[src/inc/sra_pkg.sv]
////////////////////////////////////////////////////////////////////////////////
// shared constants and types for the serial register access host
`default_nettype none

package sra_pkg;

  // system clock and bus timing
  localparam int CLK_MHZ = 250;
  localparam int SCL_PERIOD_NS = 1000;
  // quarter of the serial clock period, rounded up so the bus never runs fast
  localparam int QTR_CYC_I = (SCL_PERIOD_NS * CLK_MHZ + 4 * 1000 - 1) / (4 * 1000);
  localparam int CNT_W = 7;
  localparam logic [CNT_W-1:0] QTR_CYC = CNT_W'(QTR_CYC_I);

  // address bytes including the direction bit
  localparam logic [7:0] SLV_ADDR_WR = 8'hD6;
  localparam logic [7:0] SLV_ADDR_RD = 8'hD7;

  // bit position of the acknowledge slot inside a byte
  localparam logic [3:0] BIT_ACK = 4'h8;

  // quarter phases of one serial clock period
  localparam logic [1:0] PH_LOW0 = 2'h0;
  localparam logic [1:0] PH_LOW1 = 2'h1;
  localparam logic [1:0] PH_HIGH0 = 2'h2;
  localparam logic [1:0] PH_HIGH1 = 2'h3;

  // level driven on the fixed-configuration select pin
  localparam logic CFG_SEL_LVL = 1'h0;

  // reset values
  localparam logic [8:0] REM_RST = 9'h000;
  localparam logic [7:0] BYTE_RST = 8'h00;

  // main sequencer states
  typedef enum logic [2:0] {
    ST_IDLE = 3'b000,
    ST_START = 3'b001,
    ST_TXB = 3'b010,
    ST_FETCH = 3'b011,
    ST_RXB = 3'b100,
    ST_PUSH = 3'b101,
    ST_STOP = 3'b110
  } sra_state_t;

  // which byte of the transaction is on the wire
  typedef enum logic [2:0] {
    SQ_ADDRW = 3'b000,
    SQ_REG = 3'b001,
    SQ_DATA = 3'b010,
    SQ_ADDRR = 3'b011,
    SQ_RDATA = 3'b100
  } sra_seq_t;

endpackage : sra_pkg

`default_nettype wire

[src/core/sra_sync.sv]
`timescale 1ns/1ps
`default_nettype none

////////////////////////////////////////////////////////////////////////////////
// two-stage synchroniser per bit, resets to the idle-high bus level
module sra_sync #(
  parameter int W = 2
) (
  input wire logic clk_sys,
  input wire logic reset,
  input wire logic ce,
  input wire logic [W-1:0] d,
  output logic [W-1:0] q
);

  genvar i;
  generate
    for (i = 0; i < W; i++)
    begin : g_bit
      logic meta_q;
      logic sync_q;
      // first stage feeds only the second
      always_ff @(posedge clk_sys)
      begin
        if (reset)
        begin
          meta_q <= 1'h1;
          sync_q <= 1'h1;
        end
        else if (ce)
        begin
          meta_q <= d[i];
          sync_q <= meta_q;
        end
      end
      assign q[i] = sync_q;
    end
  endgenerate

endmodule : sra_sync

`default_nettype wire

[src/core/sra_buf2.sv]
`timescale 1ns/1ps
`default_nettype none

////////////////////////////////////////////////////////////////////////////////
// two-entry buffer with valid and ready on both sides
module sra_buf2 #(
  parameter int W = 8
) (
  input wire logic clk_sys,
  input wire logic reset,
  input wire logic ce,
  input wire logic in_valid,
  output logic in_ready,
  input wire logic [W-1:0] in_data,
  output logic out_valid,
  input wire logic out_ready,
  output logic [W-1:0] out_data
);

  logic [W-1:0] mem_q [2];
  logic wp_q;
  logic rp_q;
  logic [1:0] cnt_q;
  logic push;
  logic pop;

  // honest full and empty from the fill count
  assign in_ready = (cnt_q != 2'h2);
  assign out_valid = (cnt_q != 2'h0);
  assign push = in_valid && in_ready;
  assign pop = out_valid && out_ready;
  assign out_data = mem_q[rp_q];

  // storage, written only on push
  always_ff @(posedge clk_sys)
  begin
    if (reset)
    begin
      mem_q[0] <= '0;
      mem_q[1] <= '0;
    end
    else if (ce && push)
    begin
      mem_q[wp_q] <= in_data;
    end
  end

  // pointers and fill count
  always_ff @(posedge clk_sys)
  begin
    if (reset)
    begin
      wp_q <= 1'h0;
      rp_q <= 1'h0;
      cnt_q <= 2'h0;
    end
    else if (ce)
    begin
      if (push)
        wp_q <= ~wp_q;
      if (pop)
        rp_q <= ~rp_q;
      if (push && !pop)
        cnt_q <= cnt_q + 2'h1;
      else if (pop && !push)
        cnt_q <= cnt_q - 2'h1;
    end
  end

endmodule : sra_buf2

`default_nettype wire

[src/core/sra_host.sv]
`timescale 1ns/1ps
`default_nettype none

////////////////////////////////////////////////////////////////////////////////
// bus master that reads and writes the receiver's registers
module sra_host
  import sra_pkg::*;
(
  input wire logic clk_sys,
  input wire logic reset,
  input wire logic ce,
  input wire logic cmd_valid,
  output logic cmd_ready,
  input wire logic cmd_read,
  input wire logic [7:0] cmd_reg,
  input wire logic [7:0] cmd_len,
  input wire logic wr_valid,
  output logic wr_ready,
  input wire logic [7:0] wr_data,
  output logic rd_valid,
  input wire logic rd_ready,
  output logic [7:0] rd_data,
  output logic busy,
  output logic done,
  output logic nack_err,
  input wire logic scl_i,
  output logic scl_o,
  output logic scl_oe,
  input wire logic sda_i,
  output logic sda_o,
  output logic sda_oe,
  output logic cfg_sel_o
);

  ////////////////////////////////////////////////////////////////////////////
  // declarations

  sra_state_t st_q;
  sra_seq_t seq_q;
  logic [CNT_W-1:0] cnt_q;
  logic [1:0] ph_q;
  logic [3:0] bit_q;
  logic [7:0] sh_q;
  logic [7:0] reg_q;
  logic [8:0] rem_q;
  logic rd_q;
  logic rs_q;
  logic err_q;
  logic scl_oe_q;
  logic sda_oe_q;
  logic done_q;
  logic nack_q;
  logic scl_s;
  logic sda_s;
  logic bus_st;
  logic adv;
  logic tick;
  logic fin;
  logic rx_ack;
  logic buf_in_ready;
  logic buf_in_valid;

  ////////////////////////////////////////////////////////////////////////////
  // pin inputs through two flip-flops

  sra_sync #(
    .W(2)
  ) u_sync (
    .clk_sys(clk_sys),
    .reset(reset),
    .ce(ce),
    .d({scl_i, sda_i}),
    .q({scl_s, sda_s})
  );

  ////////////////////////////////////////////////////////////////////////////
  // read data buffer, stalls the sequencer when full

  assign buf_in_valid = (st_q == ST_PUSH);

  sra_buf2 #(
    .W(8)
  ) u_buf (
    .clk_sys(clk_sys),
    .reset(reset),
    .ce(ce),
    .in_valid(buf_in_valid),
    .in_ready(buf_in_ready),
    .in_data(sh_q),
    .out_valid(rd_valid),
    .out_ready(rd_ready),
    .out_data(rd_data)
  );

  ////////////////////////////////////////////////////////////////////////////
  // handshake and status outputs

  assign cmd_ready = (st_q == ST_IDLE);
  assign wr_ready = (st_q == ST_FETCH);
  assign busy = (st_q != ST_IDLE);
  assign done = done_q;
  assign nack_err = nack_q;
  // open-drain: only ever pull low
  assign scl_o = 1'h0;
  assign sda_o = 1'h0;
  assign scl_oe = scl_oe_q;
  assign sda_oe = sda_oe_q;
  assign cfg_sel_o = CFG_SEL_LVL;

  ////////////////////////////////////////////////////////////////////////////
  // quarter-period timing

  // states timed by the quarter phases; a non-repeated start leaves the clock released
  assign bus_st = (st_q == ST_START) || (st_q == ST_TXB) ||
                  (st_q == ST_RXB) || (st_q == ST_STOP);
  // high phase waits for the clock to really be high; start also for a free bus
  assign adv = (ph_q != PH_HIGH0) ||
               (scl_s && ((st_q != ST_START) || sda_s));
  assign tick = bus_st && (cnt_q == '0) && adv;
  assign fin = tick && (ph_q == PH_HIGH1);
  // acknowledge every read byte but the last
  assign rx_ack = (rem_q > 9'h001);

  // quarter counter and phase, held while the clock is stretched
  always_ff @(posedge clk_sys)
  begin
    if (reset)
    begin
      cnt_q <= QTR_CYC;
      ph_q <= PH_LOW0;
    end
    else if (ce)
    begin
      if (!bus_st)
      begin
        cnt_q <= QTR_CYC;
        ph_q <= PH_LOW0;
      end
      else if (cnt_q != '0)
        cnt_q <= cnt_q - CNT_W'(1);
      else if (adv)
      begin
        cnt_q <= QTR_CYC;
        ph_q <= ph_q + 2'h1;
      end
    end
  end

  ////////////////////////////////////////////////////////////////////////////
  // transaction sequencer

  always_ff @(posedge clk_sys)
  begin
    if (reset)
    begin
      st_q <= ST_IDLE;
      seq_q <= SQ_ADDRW;
      bit_q <= 4'h0;
      sh_q <= BYTE_RST;
      reg_q <= BYTE_RST;
      rem_q <= REM_RST;
      rd_q <= 1'h0;
      rs_q <= 1'h0;
      err_q <= 1'h0;
    end
    else if (ce)
    begin
      case (st_q)
        ST_IDLE:
        begin
          if (cmd_valid)
          begin
            st_q <= ST_START;
            seq_q <= SQ_ADDRW;
            sh_q <= SLV_ADDR_WR;
            reg_q <= cmd_reg;
            rem_q <= {1'h0, cmd_len} + 9'h001;
            rd_q <= cmd_read;
            rs_q <= 1'h0;
            err_q <= 1'h0;
          end
        end
        ST_START:
        begin
          if (fin)
          begin
            st_q <= ST_TXB;
            bit_q <= 4'h0;
          end
        end
        ST_TXB:
        begin
          if (fin)
          begin
            if (bit_q != BIT_ACK)
            begin
              bit_q <= bit_q + 4'h1;
              sh_q <= {sh_q[6:0], 1'h0};
            end
            else if (sda_s)
            begin
              // missing acknowledge: give up and close the bus
              err_q <= 1'h1;
              st_q <= ST_STOP;
            end
            else
            begin
              case (seq_q)
                SQ_ADDRW:
                begin
                  seq_q <= SQ_REG;
                  sh_q <= reg_q;
                  bit_q <= 4'h0;
                end
                SQ_REG:
                begin
                  if (rd_q)
                  begin
                    seq_q <= SQ_ADDRR;
                    sh_q <= SLV_ADDR_RD;
                    rs_q <= 1'h1;
                    st_q <= ST_START;
                  end
                  else
                  begin
                    seq_q <= SQ_DATA;
                    st_q <= ST_FETCH;
                  end
                end
                SQ_DATA:
                begin
                  // burst continues until the count is used, then stop
                  rem_q <= rem_q - 9'h001;
                  st_q <= (rem_q == 9'h001) ? ST_STOP : ST_FETCH;
                end
                SQ_ADDRR:
                begin
                  seq_q <= SQ_RDATA;
                  st_q <= ST_RXB;
                  bit_q <= 4'h0;
                end
                default:
                begin
                  st_q <= ST_STOP;
                end
              endcase
            end
          end
        end
        ST_FETCH:
        begin
          if (wr_valid)
          begin
            sh_q <= wr_data;
            bit_q <= 4'h0;
            st_q <= ST_TXB;
          end
        end
        ST_RXB:
        begin
          if (fin)
          begin
            if (bit_q != BIT_ACK)
            begin
              // sample in the high phase, msb arrives first
              sh_q <= {sh_q[6:0], sda_s};
              bit_q <= bit_q + 4'h1;
            end
            else
              st_q <= ST_PUSH;
          end
        end
        ST_PUSH:
        begin
          if (buf_in_ready)
          begin
            rem_q <= rem_q - 9'h001;
            // after the nack the read is still closed by a stop
            st_q <= (rem_q == 9'h001) ? ST_STOP : ST_RXB;
            bit_q <= 4'h0;
          end
        end
        ST_STOP:
        begin
          if (fin)
            st_q <= ST_IDLE;
        end
        default:
        begin
          st_q <= ST_IDLE;
        end
      endcase
    end
  end

  ////////////////////////////////////////////////////////////////////////////
  // clock line drive: low in the first half of each period, released throughout a non-repeated start

  always_ff @(posedge clk_sys)
  begin
    if (reset)
      scl_oe_q <= 1'h0;
    else if (ce)
    begin
      case (st_q)
        ST_IDLE: scl_oe_q <= 1'h0;
        ST_START: scl_oe_q <= rs_q && (ph_q != PH_HIGH0) && (ph_q != PH_HIGH1);
        ST_TXB, ST_RXB, ST_STOP: scl_oe_q <= (ph_q == PH_LOW0) || (ph_q == PH_LOW1);
        default: scl_oe_q <= scl_oe_q;
      endcase
    end
  end

  ////////////////////////////////////////////////////////////////////////////
  // data line drive: changes only with the clock low, except start and stop

  always_ff @(posedge clk_sys)
  begin
    if (reset)
      sda_oe_q <= 1'h0;
    else if (ce)
    begin
      case (st_q)
        ST_IDLE: sda_oe_q <= 1'h0;
        ST_START: sda_oe_q <= (ph_q == PH_HIGH1);
        ST_TXB:
        begin
          if (ph_q == PH_LOW1)
            sda_oe_q <= (bit_q != BIT_ACK) && !sh_q[7];
        end
        ST_RXB:
        begin
          if (ph_q == PH_LOW1)
            sda_oe_q <= (bit_q == BIT_ACK) && rx_ack;
        end
        ST_STOP:
        begin
          if (ph_q != PH_LOW0)
            sda_oe_q <= (ph_q != PH_HIGH1);
        end
        default: sda_oe_q <= sda_oe_q;
      endcase
    end
  end

  ////////////////////////////////////////////////////////////////////////////
  // completion pulses at the end of the stop condition

  always_ff @(posedge clk_sys)
  begin
    if (reset)
    begin
      done_q <= 1'h0;
      nack_q <= 1'h0;
    end
    else if (ce)
    begin
      done_q <= (st_q == ST_STOP) && fin;
      nack_q <= (st_q == ST_STOP) && fin && err_q;
    end
  end

endmodule : sra_host

`default_nettype wire

[config.mk]
export PLATFORM = sky130hd
export DESIGN_NAME = sra_host
export DESIGN_NICKNAME = d
export VERILOG_FILES = /design/src/inc/sra_pkg.sv /design/src/core/sra_sync.sv /design/src/core/sra_buf2.sv /design/src/core/sra_host.sv
export SDC_FILE = /design/constraint.sdc
export NUM_CORES = 1
export LEC_CHECK = 0
export BUFFER_PORTS_ARGS = -buffer_cell sky130_fd_sc_hd__buf_2
export CAP_MARGIN = 15
export CORE_MARGIN = 3
export CORE_UTILIZATION = 50
export DETAILED_ROUTE_END_ITERATION = 8
export PLACE_DENSITY = 0.75
export RECOVER_POWER = 25
export REMOVE_ABC_BUFFERS = 1
export SKIP_CTS_REPAIR_TIMING = 1
export SYNTH_ARGS = -nofsm -noshare
export SYNTH_HDL_FRONTEND = slang
export SYNTH_SLANG_ARGS = --single-unit
[constraint.sdc]
create_clock -name clk_sys -period 2.35 [get_ports clk_sys]
set_input_delay 0.3525 -clock clk_sys [delete_from_list [all_inputs] [get_ports clk_sys]]
set_output_delay 0.3525 -clock clk_sys [all_outputs]
set_load 0.02 [all_outputs]
-- Word-level counts from Yosys, hierarchy flattened
Memories as Yosys holds them, arrays and structs flattened. A register that Yosys moved wholly into a read port is not among the register bits.
Cells that the tools add are included.
- equality and inequality tests: 45
- reductions and logical operators: 57
- bitwise logic cells: 2
- $add $sub $neg: 7
- $lt $le $gt $ge: 1
- mux-type cells: 83
- operators by type and width (kind ; number):
    8-bit 2-to-1 mux ; 9
    9-bit 2-to-1 mux ; 6
    3-bit 2-to-1 mux ; 15
    4-bit 2-to-1 mux ; 9
    2-bit != test (second input constant) ; 16
    8-bit case mux with 4 select lines ; 1
    9-bit case mux with 3 select lines ; 1
    1-bit 2-to-1 mux ; 22
    7-bit 2-to-1 mux ; 3
    3-bit case mux with 7 select lines ; 1
    4-bit case mux with 5 select lines ; 1
    10-bit AND reduction ; 2
    8-bit case mux with 2 select lines ; 1
    8-bit AND reduction ; 2
    1-bit logical AND ; 15
    2-bit 2-to-1 mux ; 7
    2-bit by 1-bit != test with 1-bit output (second input constant) ; 7
    3-bit by 2-bit == test with 1-bit output (second input constant) ; 4
    3-bit case mux with 4 select lines ; 1
    11-bit AND reduction ; 1
    2-bit AND reduction ; 5
    5-bit nonzero test ; 2
    8-bit by 1-bit adder with 9-bit output (second input constant) ; 1
    3-bit == test (second input constant) ; 3
    other kinds (38) ; 60
- memory bits (writable): 16
- output and inout bits: 19
- memories: 1
- bits in registers: 59
- memory list (name ; depth ; width ; read ports ; clocked after memory_dff ; wr ports ; RTL line ; RTL):
    u_buf.mem_q ; 2 ; 8 ; 1 ; 1 ; 2 ; sra_buf2.sv:20 ; logic [W-1:0] mem_q [2];

-- Longest topological paths before layout
- depth after elaboration: 9
- mapped depth: 10
- depth with buffers taken out: 8

-- Cells and area by module
Synthesis repeated with hierarchy kept, for this count alone.
- cell total of the unflattened synthesis: 526
- area, all modules: 4531.8 µm²
- modules (own cells, without submodules) (module ; area an instance (µm²) ; cells each ; seq. area each (µm²) ; times used):
    sra_host ; 3387.0 ; 438 ; 1021.0 ; 1
    sra_buf2 ; 989.7 ; 74 ; 580.6 ; 1
    sra_sync ; 155.1 ; 14 ; 80.1 ; 1

-- Worst setup path after synthesis
No wires, ideal clock.
- path kind: reg-to-reg
- start point: register bit_q[0]
- end point: register bit_q[3]
- required time: 2280 ps
- path slack: 30 ps
- stages on the path, launching flop included: 11
- path buffers: 2
- setup time: 70 ps
- arrival time: 2250 ps
- period minus slack after synthesis: 2320 ps
- path through: dfxtp_1 inv_1 ha_1 and3b_1 clkbuf_1 nand2_2 o2111ai_1 or3_1 buf_2 or4_1 a21oi_1
- longest elaborated chain between the ends: 4
- ends and longest elaborated chain (element ; RTL line ; RTL):
    start: declaration ; sra_host.sv:42 ; logic [3:0] bit_q;
    start signal: assignment ; sra_host.sv:197 ; bit_q <= bit_q + 4'h1;
    start signal: assignment ; sra_host.sv:267 ; bit_q <= bit_q + 4'h1;
    4-bit by 1-bit adder with 4-bit output or 4-bit != test (tied branches) ; - ;
    4-bit 2-to-1 mux, on equally long branches ; sra_host.sv:263, sra_host.sv:195 ;
    4-bit 2-to-1 mux, on equally long branches ; sra_host.sv:261, sra_host.sv:193 ;
    4-bit case mux with 5 select lines ; sra_host.sv:168 ; case (st_q)
Parallel ways exist; a longest one is shown, timed or not. The select of a mux whose other input is x is not followed.
A chain may end at the register's enable or synchronous reset.

-- Final worst setup path
- start point: register cnt_q[1]
- end point: register bit_q[3]
- longest elaborated chain between the ends: 6
- ends and longest elaborated chain (element ; RTL line ; RTL):
    start: declaration ; sra_host.sv:40 ; logic [CNT_W-1:0] cnt_q;
    start signal: assignment ; sra_host.sv:140 ; cnt_q <= cnt_q - CNT_W'(1);
    7-bit zero test (*) ; sra_host.sv:119 ; assign tick = bus_st && (cnt_q == '0) && adv;
    1-bit logical AND (*) (2 in a row) ; sra_host.sv:119 ;
    1-bit logical AND (*) ; sra_host.sv:120 ; assign fin = tick && (ph_q == PH_HIGH1);
    2-bit != test (no line) ; - ;
    10-bit AND reduction (no line) (*) ; - ;
Every way passes the cells marked *; elsewhere a longest branch is shown, timed or not.

==> impl_metrics.toml <==
[drt]
dr.pass1.iters = 5
routedWlPerCell_um = 15.1
route.detailed.drc = 0
wl_um = 10500
ant_nets = 0
vias = 3960
drt_iter0_drc = 183
via_per_inst = 5.67

[global_routing]
grt_pass1_wl_um = 17600
grt_max_degree = 47
grt_pass1_vias = 3753
use_met3 = 0.0425
met2_usage = 0.362
gr-usage-all-layers = 0.220
antenna_found_initial = 0
grt_use_met1 = 0.292
gr-max-usage-layer = "met2"
grt-ovfl-total = 0

[place]
place_congestion = 0.972
dp.cells = 683
port_buffers = 48
dpl.hpwl_um = 7770

[sta]
clock.fmax_mhz = 437
maxSlewViolCount = 0
finalHoldViolations = 0
hold_slack_ns = 0.213
setup_viol_count_final = 0
worst_pin_slew_ns = 0.604
min_period_ns = 2.29
rsz0062_at_grt = "yes"
min_period_over_period = 0.973
fin_skew_ns = 0.0126
maxSlewHeadroom = 0.597

[synth]
synth_edf_count = 16
synth-seq-cells = 76
synth.avg_cell_area_um2 = 8.26
ys.flop_type = "dfxtp_1"
ys_seq_area_frac = 0.391
ys_types = 62
synth_warnings = 0
yosysTopAreaCellShare = 0.279
yosysTopAreaCell = "dfxtp_1"
mappedNetlistArea_um2 = 4310
ys_async_sr_fraction = 0
synthTopCellsByArea = "dfxtp_1 28%, edfxtp_1 11%, a21oi_1 6.6%"
postSynthCellCount = 521

[floorplan]
die_y_um = 98.8
boundaryPins = 52
start_util = 0.519
die_area_um2 = 9760
rows = 33
core_um2 = 8300
die_x_um = 98.8

[worst_setup_path]
cp-endpoint = "bit_q[3]$_SDFFE_PP0P_"
reg2reg_to = "bit_q[3]$_SDFFE_PP0P_"
max_stage_delay_ns = 0.51
regToRegStartpoint = "cnt_q[1]$_SDFFE_PP1P_"
worstPathArrival_ns = 2.57
worstSetupEndpointType = "flop"
critical_path_class = "reg2reg"
crit_buf_inv = 1
cp_cell_sequence = "inv_1 -> ha_1 -> nor4b_4 -> and4_4 -> a211oi_1 -> or3_4 -> or4_1 -> a21oi_1"
critPathLaunch = "cnt_q[1]$_SDFFE_PP1P_"
critPathLaunchType = "flop"
required_ns = 2.63
crit_cells = 8
r2r_cells = 8
critPathMaxFanout = 4
cp_slowest_cell = "or4_1"
crit_family = "simple AND/OR/NAND/NOR gates"
reg2reg_setup_slack_ns = 0.06

[cts]
path_clk_slew_ns = 0.09
clockBufferDepth = 2
cts_root_buf = "clkbuf_8"
cts_tree = "done"
cts-htree-levels = 3
clkLatencyLatePin_ns = 0.36
clock_sinks = 76
cts-buffers-inserted = 9

[final_layout]
area_growth_pct = 17.0
drive_gt1_frac = 0.200
nNetsFinal = 634
antenna_cells = 0
fin_util = 0.607
final_cells = 699
fillers = 755

[hold_path]
hold_path_class = "in2reg"

[outcome]
status = "complete, no violations"

[power_and_ir_drop]
power-per-cell-area_nw_per_um2 = 720
vdd_drop_max_uv = 353
cellLeakagePower_nw = 1.89

[flow_run]
cap_violations = 0
[flip-flops by register name (all words and copies together), names as in the netlist, 3 cells and up, named ones only]
name,count
sh_q,8
cnt_q,7
u_buf.mem_q,16
seq_q,3
st_q,3
rem_q,9
bit_q,4
reg_q,8
[worst reg2reg max path, stage by stage (launching register included)]
cell	delay (ns)
dfxtp_2	0.33
inv_1	0.08
ha_1	0.17
nor4b_4	0.23
and4_4	0.29
a211oi_1	0.08
or3_4	0.39
or4_1	0.51
a21oi_1	0.14
[metal layers]
layer	vias up	routed length, um
met2	101	5050
met1	1854	4850
met3	9	486
met4	0	140
met5	-	0
li1	1996	-
[worst min path at each step]
| stage | cells after the start | from | endpoint | slack [ns] |
|---|---|---|---|---|
| 6_report | 3 | scl_i | u_sync.g_bit[1].meta_q$_SDFFE_PP1P_ | 0.21 |
| 5_1_grt | 3 | cmd_reg[4] | reg_q[4]$_SDFFE_PP0P_ | 0.23 |
| 4_1_cts | 3 | scl_i | u_sync.g_bit[1].meta_q$_SDFFE_PP1P_ | 0.20 |
| 3_5_place_dp | 2 | reg_q[7]$_SDFFE_PP0P_ | reg_q[7]$_SDFFE_PP0P_ | 0.45 |
| 3_3_place_gp | 2 | reg_q[1]$_SDFFE_PP0P_ | reg_q[1]$_SDFFE_PP0P_ | 0.44 |
| 2_1_floorplan | 1 | reset | bit_q[0]$_SDFFE_PP0P_ | 0.42 |
[cell type report]
cell class / instances / area [um^2] / share of cell area
repair buffers: 90 / 526 / 0.104
clock inverters: 7 / 65.1 / 0.0129
inverters: 17 / 63.8 / 0.0127
flip-flops and latches: 76 / 1690 / 0.335
clock buffers: 9 / 124 / 0.0246
multi-input cells: 395 / 2440 / 0.485
well taps: 105 / 131 / 0.0261
[power by group]
part           leakage, nW  total, W  internal [W]  switching [W]
logic                 1.14   0.00111      0.000457       0.000656
clock network       0.0947  0.000972      0.000411       0.000561
registers            0.654   0.00154       0.00144       0.000103
[cell usage in the layout (no fill, tap or decap), types with 6 or more instances in the layout]
| cell type | netlist | routed |
|---|---|---|
| ha_1 | 12 | 12 |
| mux2_2 | 9 | 9 |
| o21ai_0 | 22 | 22 |
| a21oi_1 | 57 | 56 |
| clkbuf_8 | 0 | 9 |
| buf_2 | 7 | 36 |
| nand2_1 | 54 | 54 |
| buf_4 | 5 | 38 |
| o22ai_1 | 9 | 8 |
| dfxtp_1 | 60 | 57 |
| edfxtp_1 | 16 | 16 |
| xor2_1 | 12 | 12 |
| nor2b_1 | 11 | 11 |
| inv_1 | 16 | 16 |
| nor3b_1 | 6 | 6 |
| a311oi_1 | 10 | 10 |
| clkbuf_1 | 18 | 16 |
| and2_1 | 20 | 20 |
| nand3_1 | 18 | 18 |
| a31oi_1 | 6 | 6 |
| nor2_1 | 41 | 41 |
| nor3_1 | 18 | 18 |
| nand2b_1 | 8 | 8 |
[synth_stat cells, drive strengths merged, types with 2 or more instances]
library cell	instances
xor2	12
xnor2	5
nand2b	8
mux2	9
and2	20
edfxtp	16
a221oi	2
or2	6
a222oi	2
mux2i	4
nor3	19
a211oi	4
or4	2
nand4	4
nand3	18
a31oi	6
o21ai	24
or3	6
clkbuf	18
buf	17
o22ai	9
inv	16
nor2	41
nor3b	6
ha	12
a211o	3
nor2b	11
a21oi	57
nor4	3
a21o	3
a21boi	5
o31a	2
or3b	2
o211ai	4
nand2	55
dfxtp	60
nand3b	2
o21a	2
nor4b	2
a311oi	10
o2111ai	2
[per-stage QoR]
step                      TNS, ns  instance area, um^2  worst slack [ns]  total power, W
after floorplan             -1.80                 4150            -0.229         0.00223
after global routing       -0.142                 5040           -0.0475         0.00384
final                           0                 5040            0.0626         0.00363
after CTS                   -1.46                 5020            -0.224         0.00362
after detailed placement    -1.36                 4830            -0.211         0.00264
after global placement     -0.376                 4830           -0.0573         0.00263
[kinds of logic after synthesis]
logic type               synth area share
adder cells (fa/ha/maj)            0.0349
buffers and inverters              0.0535
other                            0.000871
AND/OR/NAND/NOR                     0.252
XOR/XNOR                           0.0346
flip-flops                          0.391
AO/OA/AOI/OAI                       0.201
multiplexers                       0.0328
Note: power is estimated with default switching activity, not from simulation.
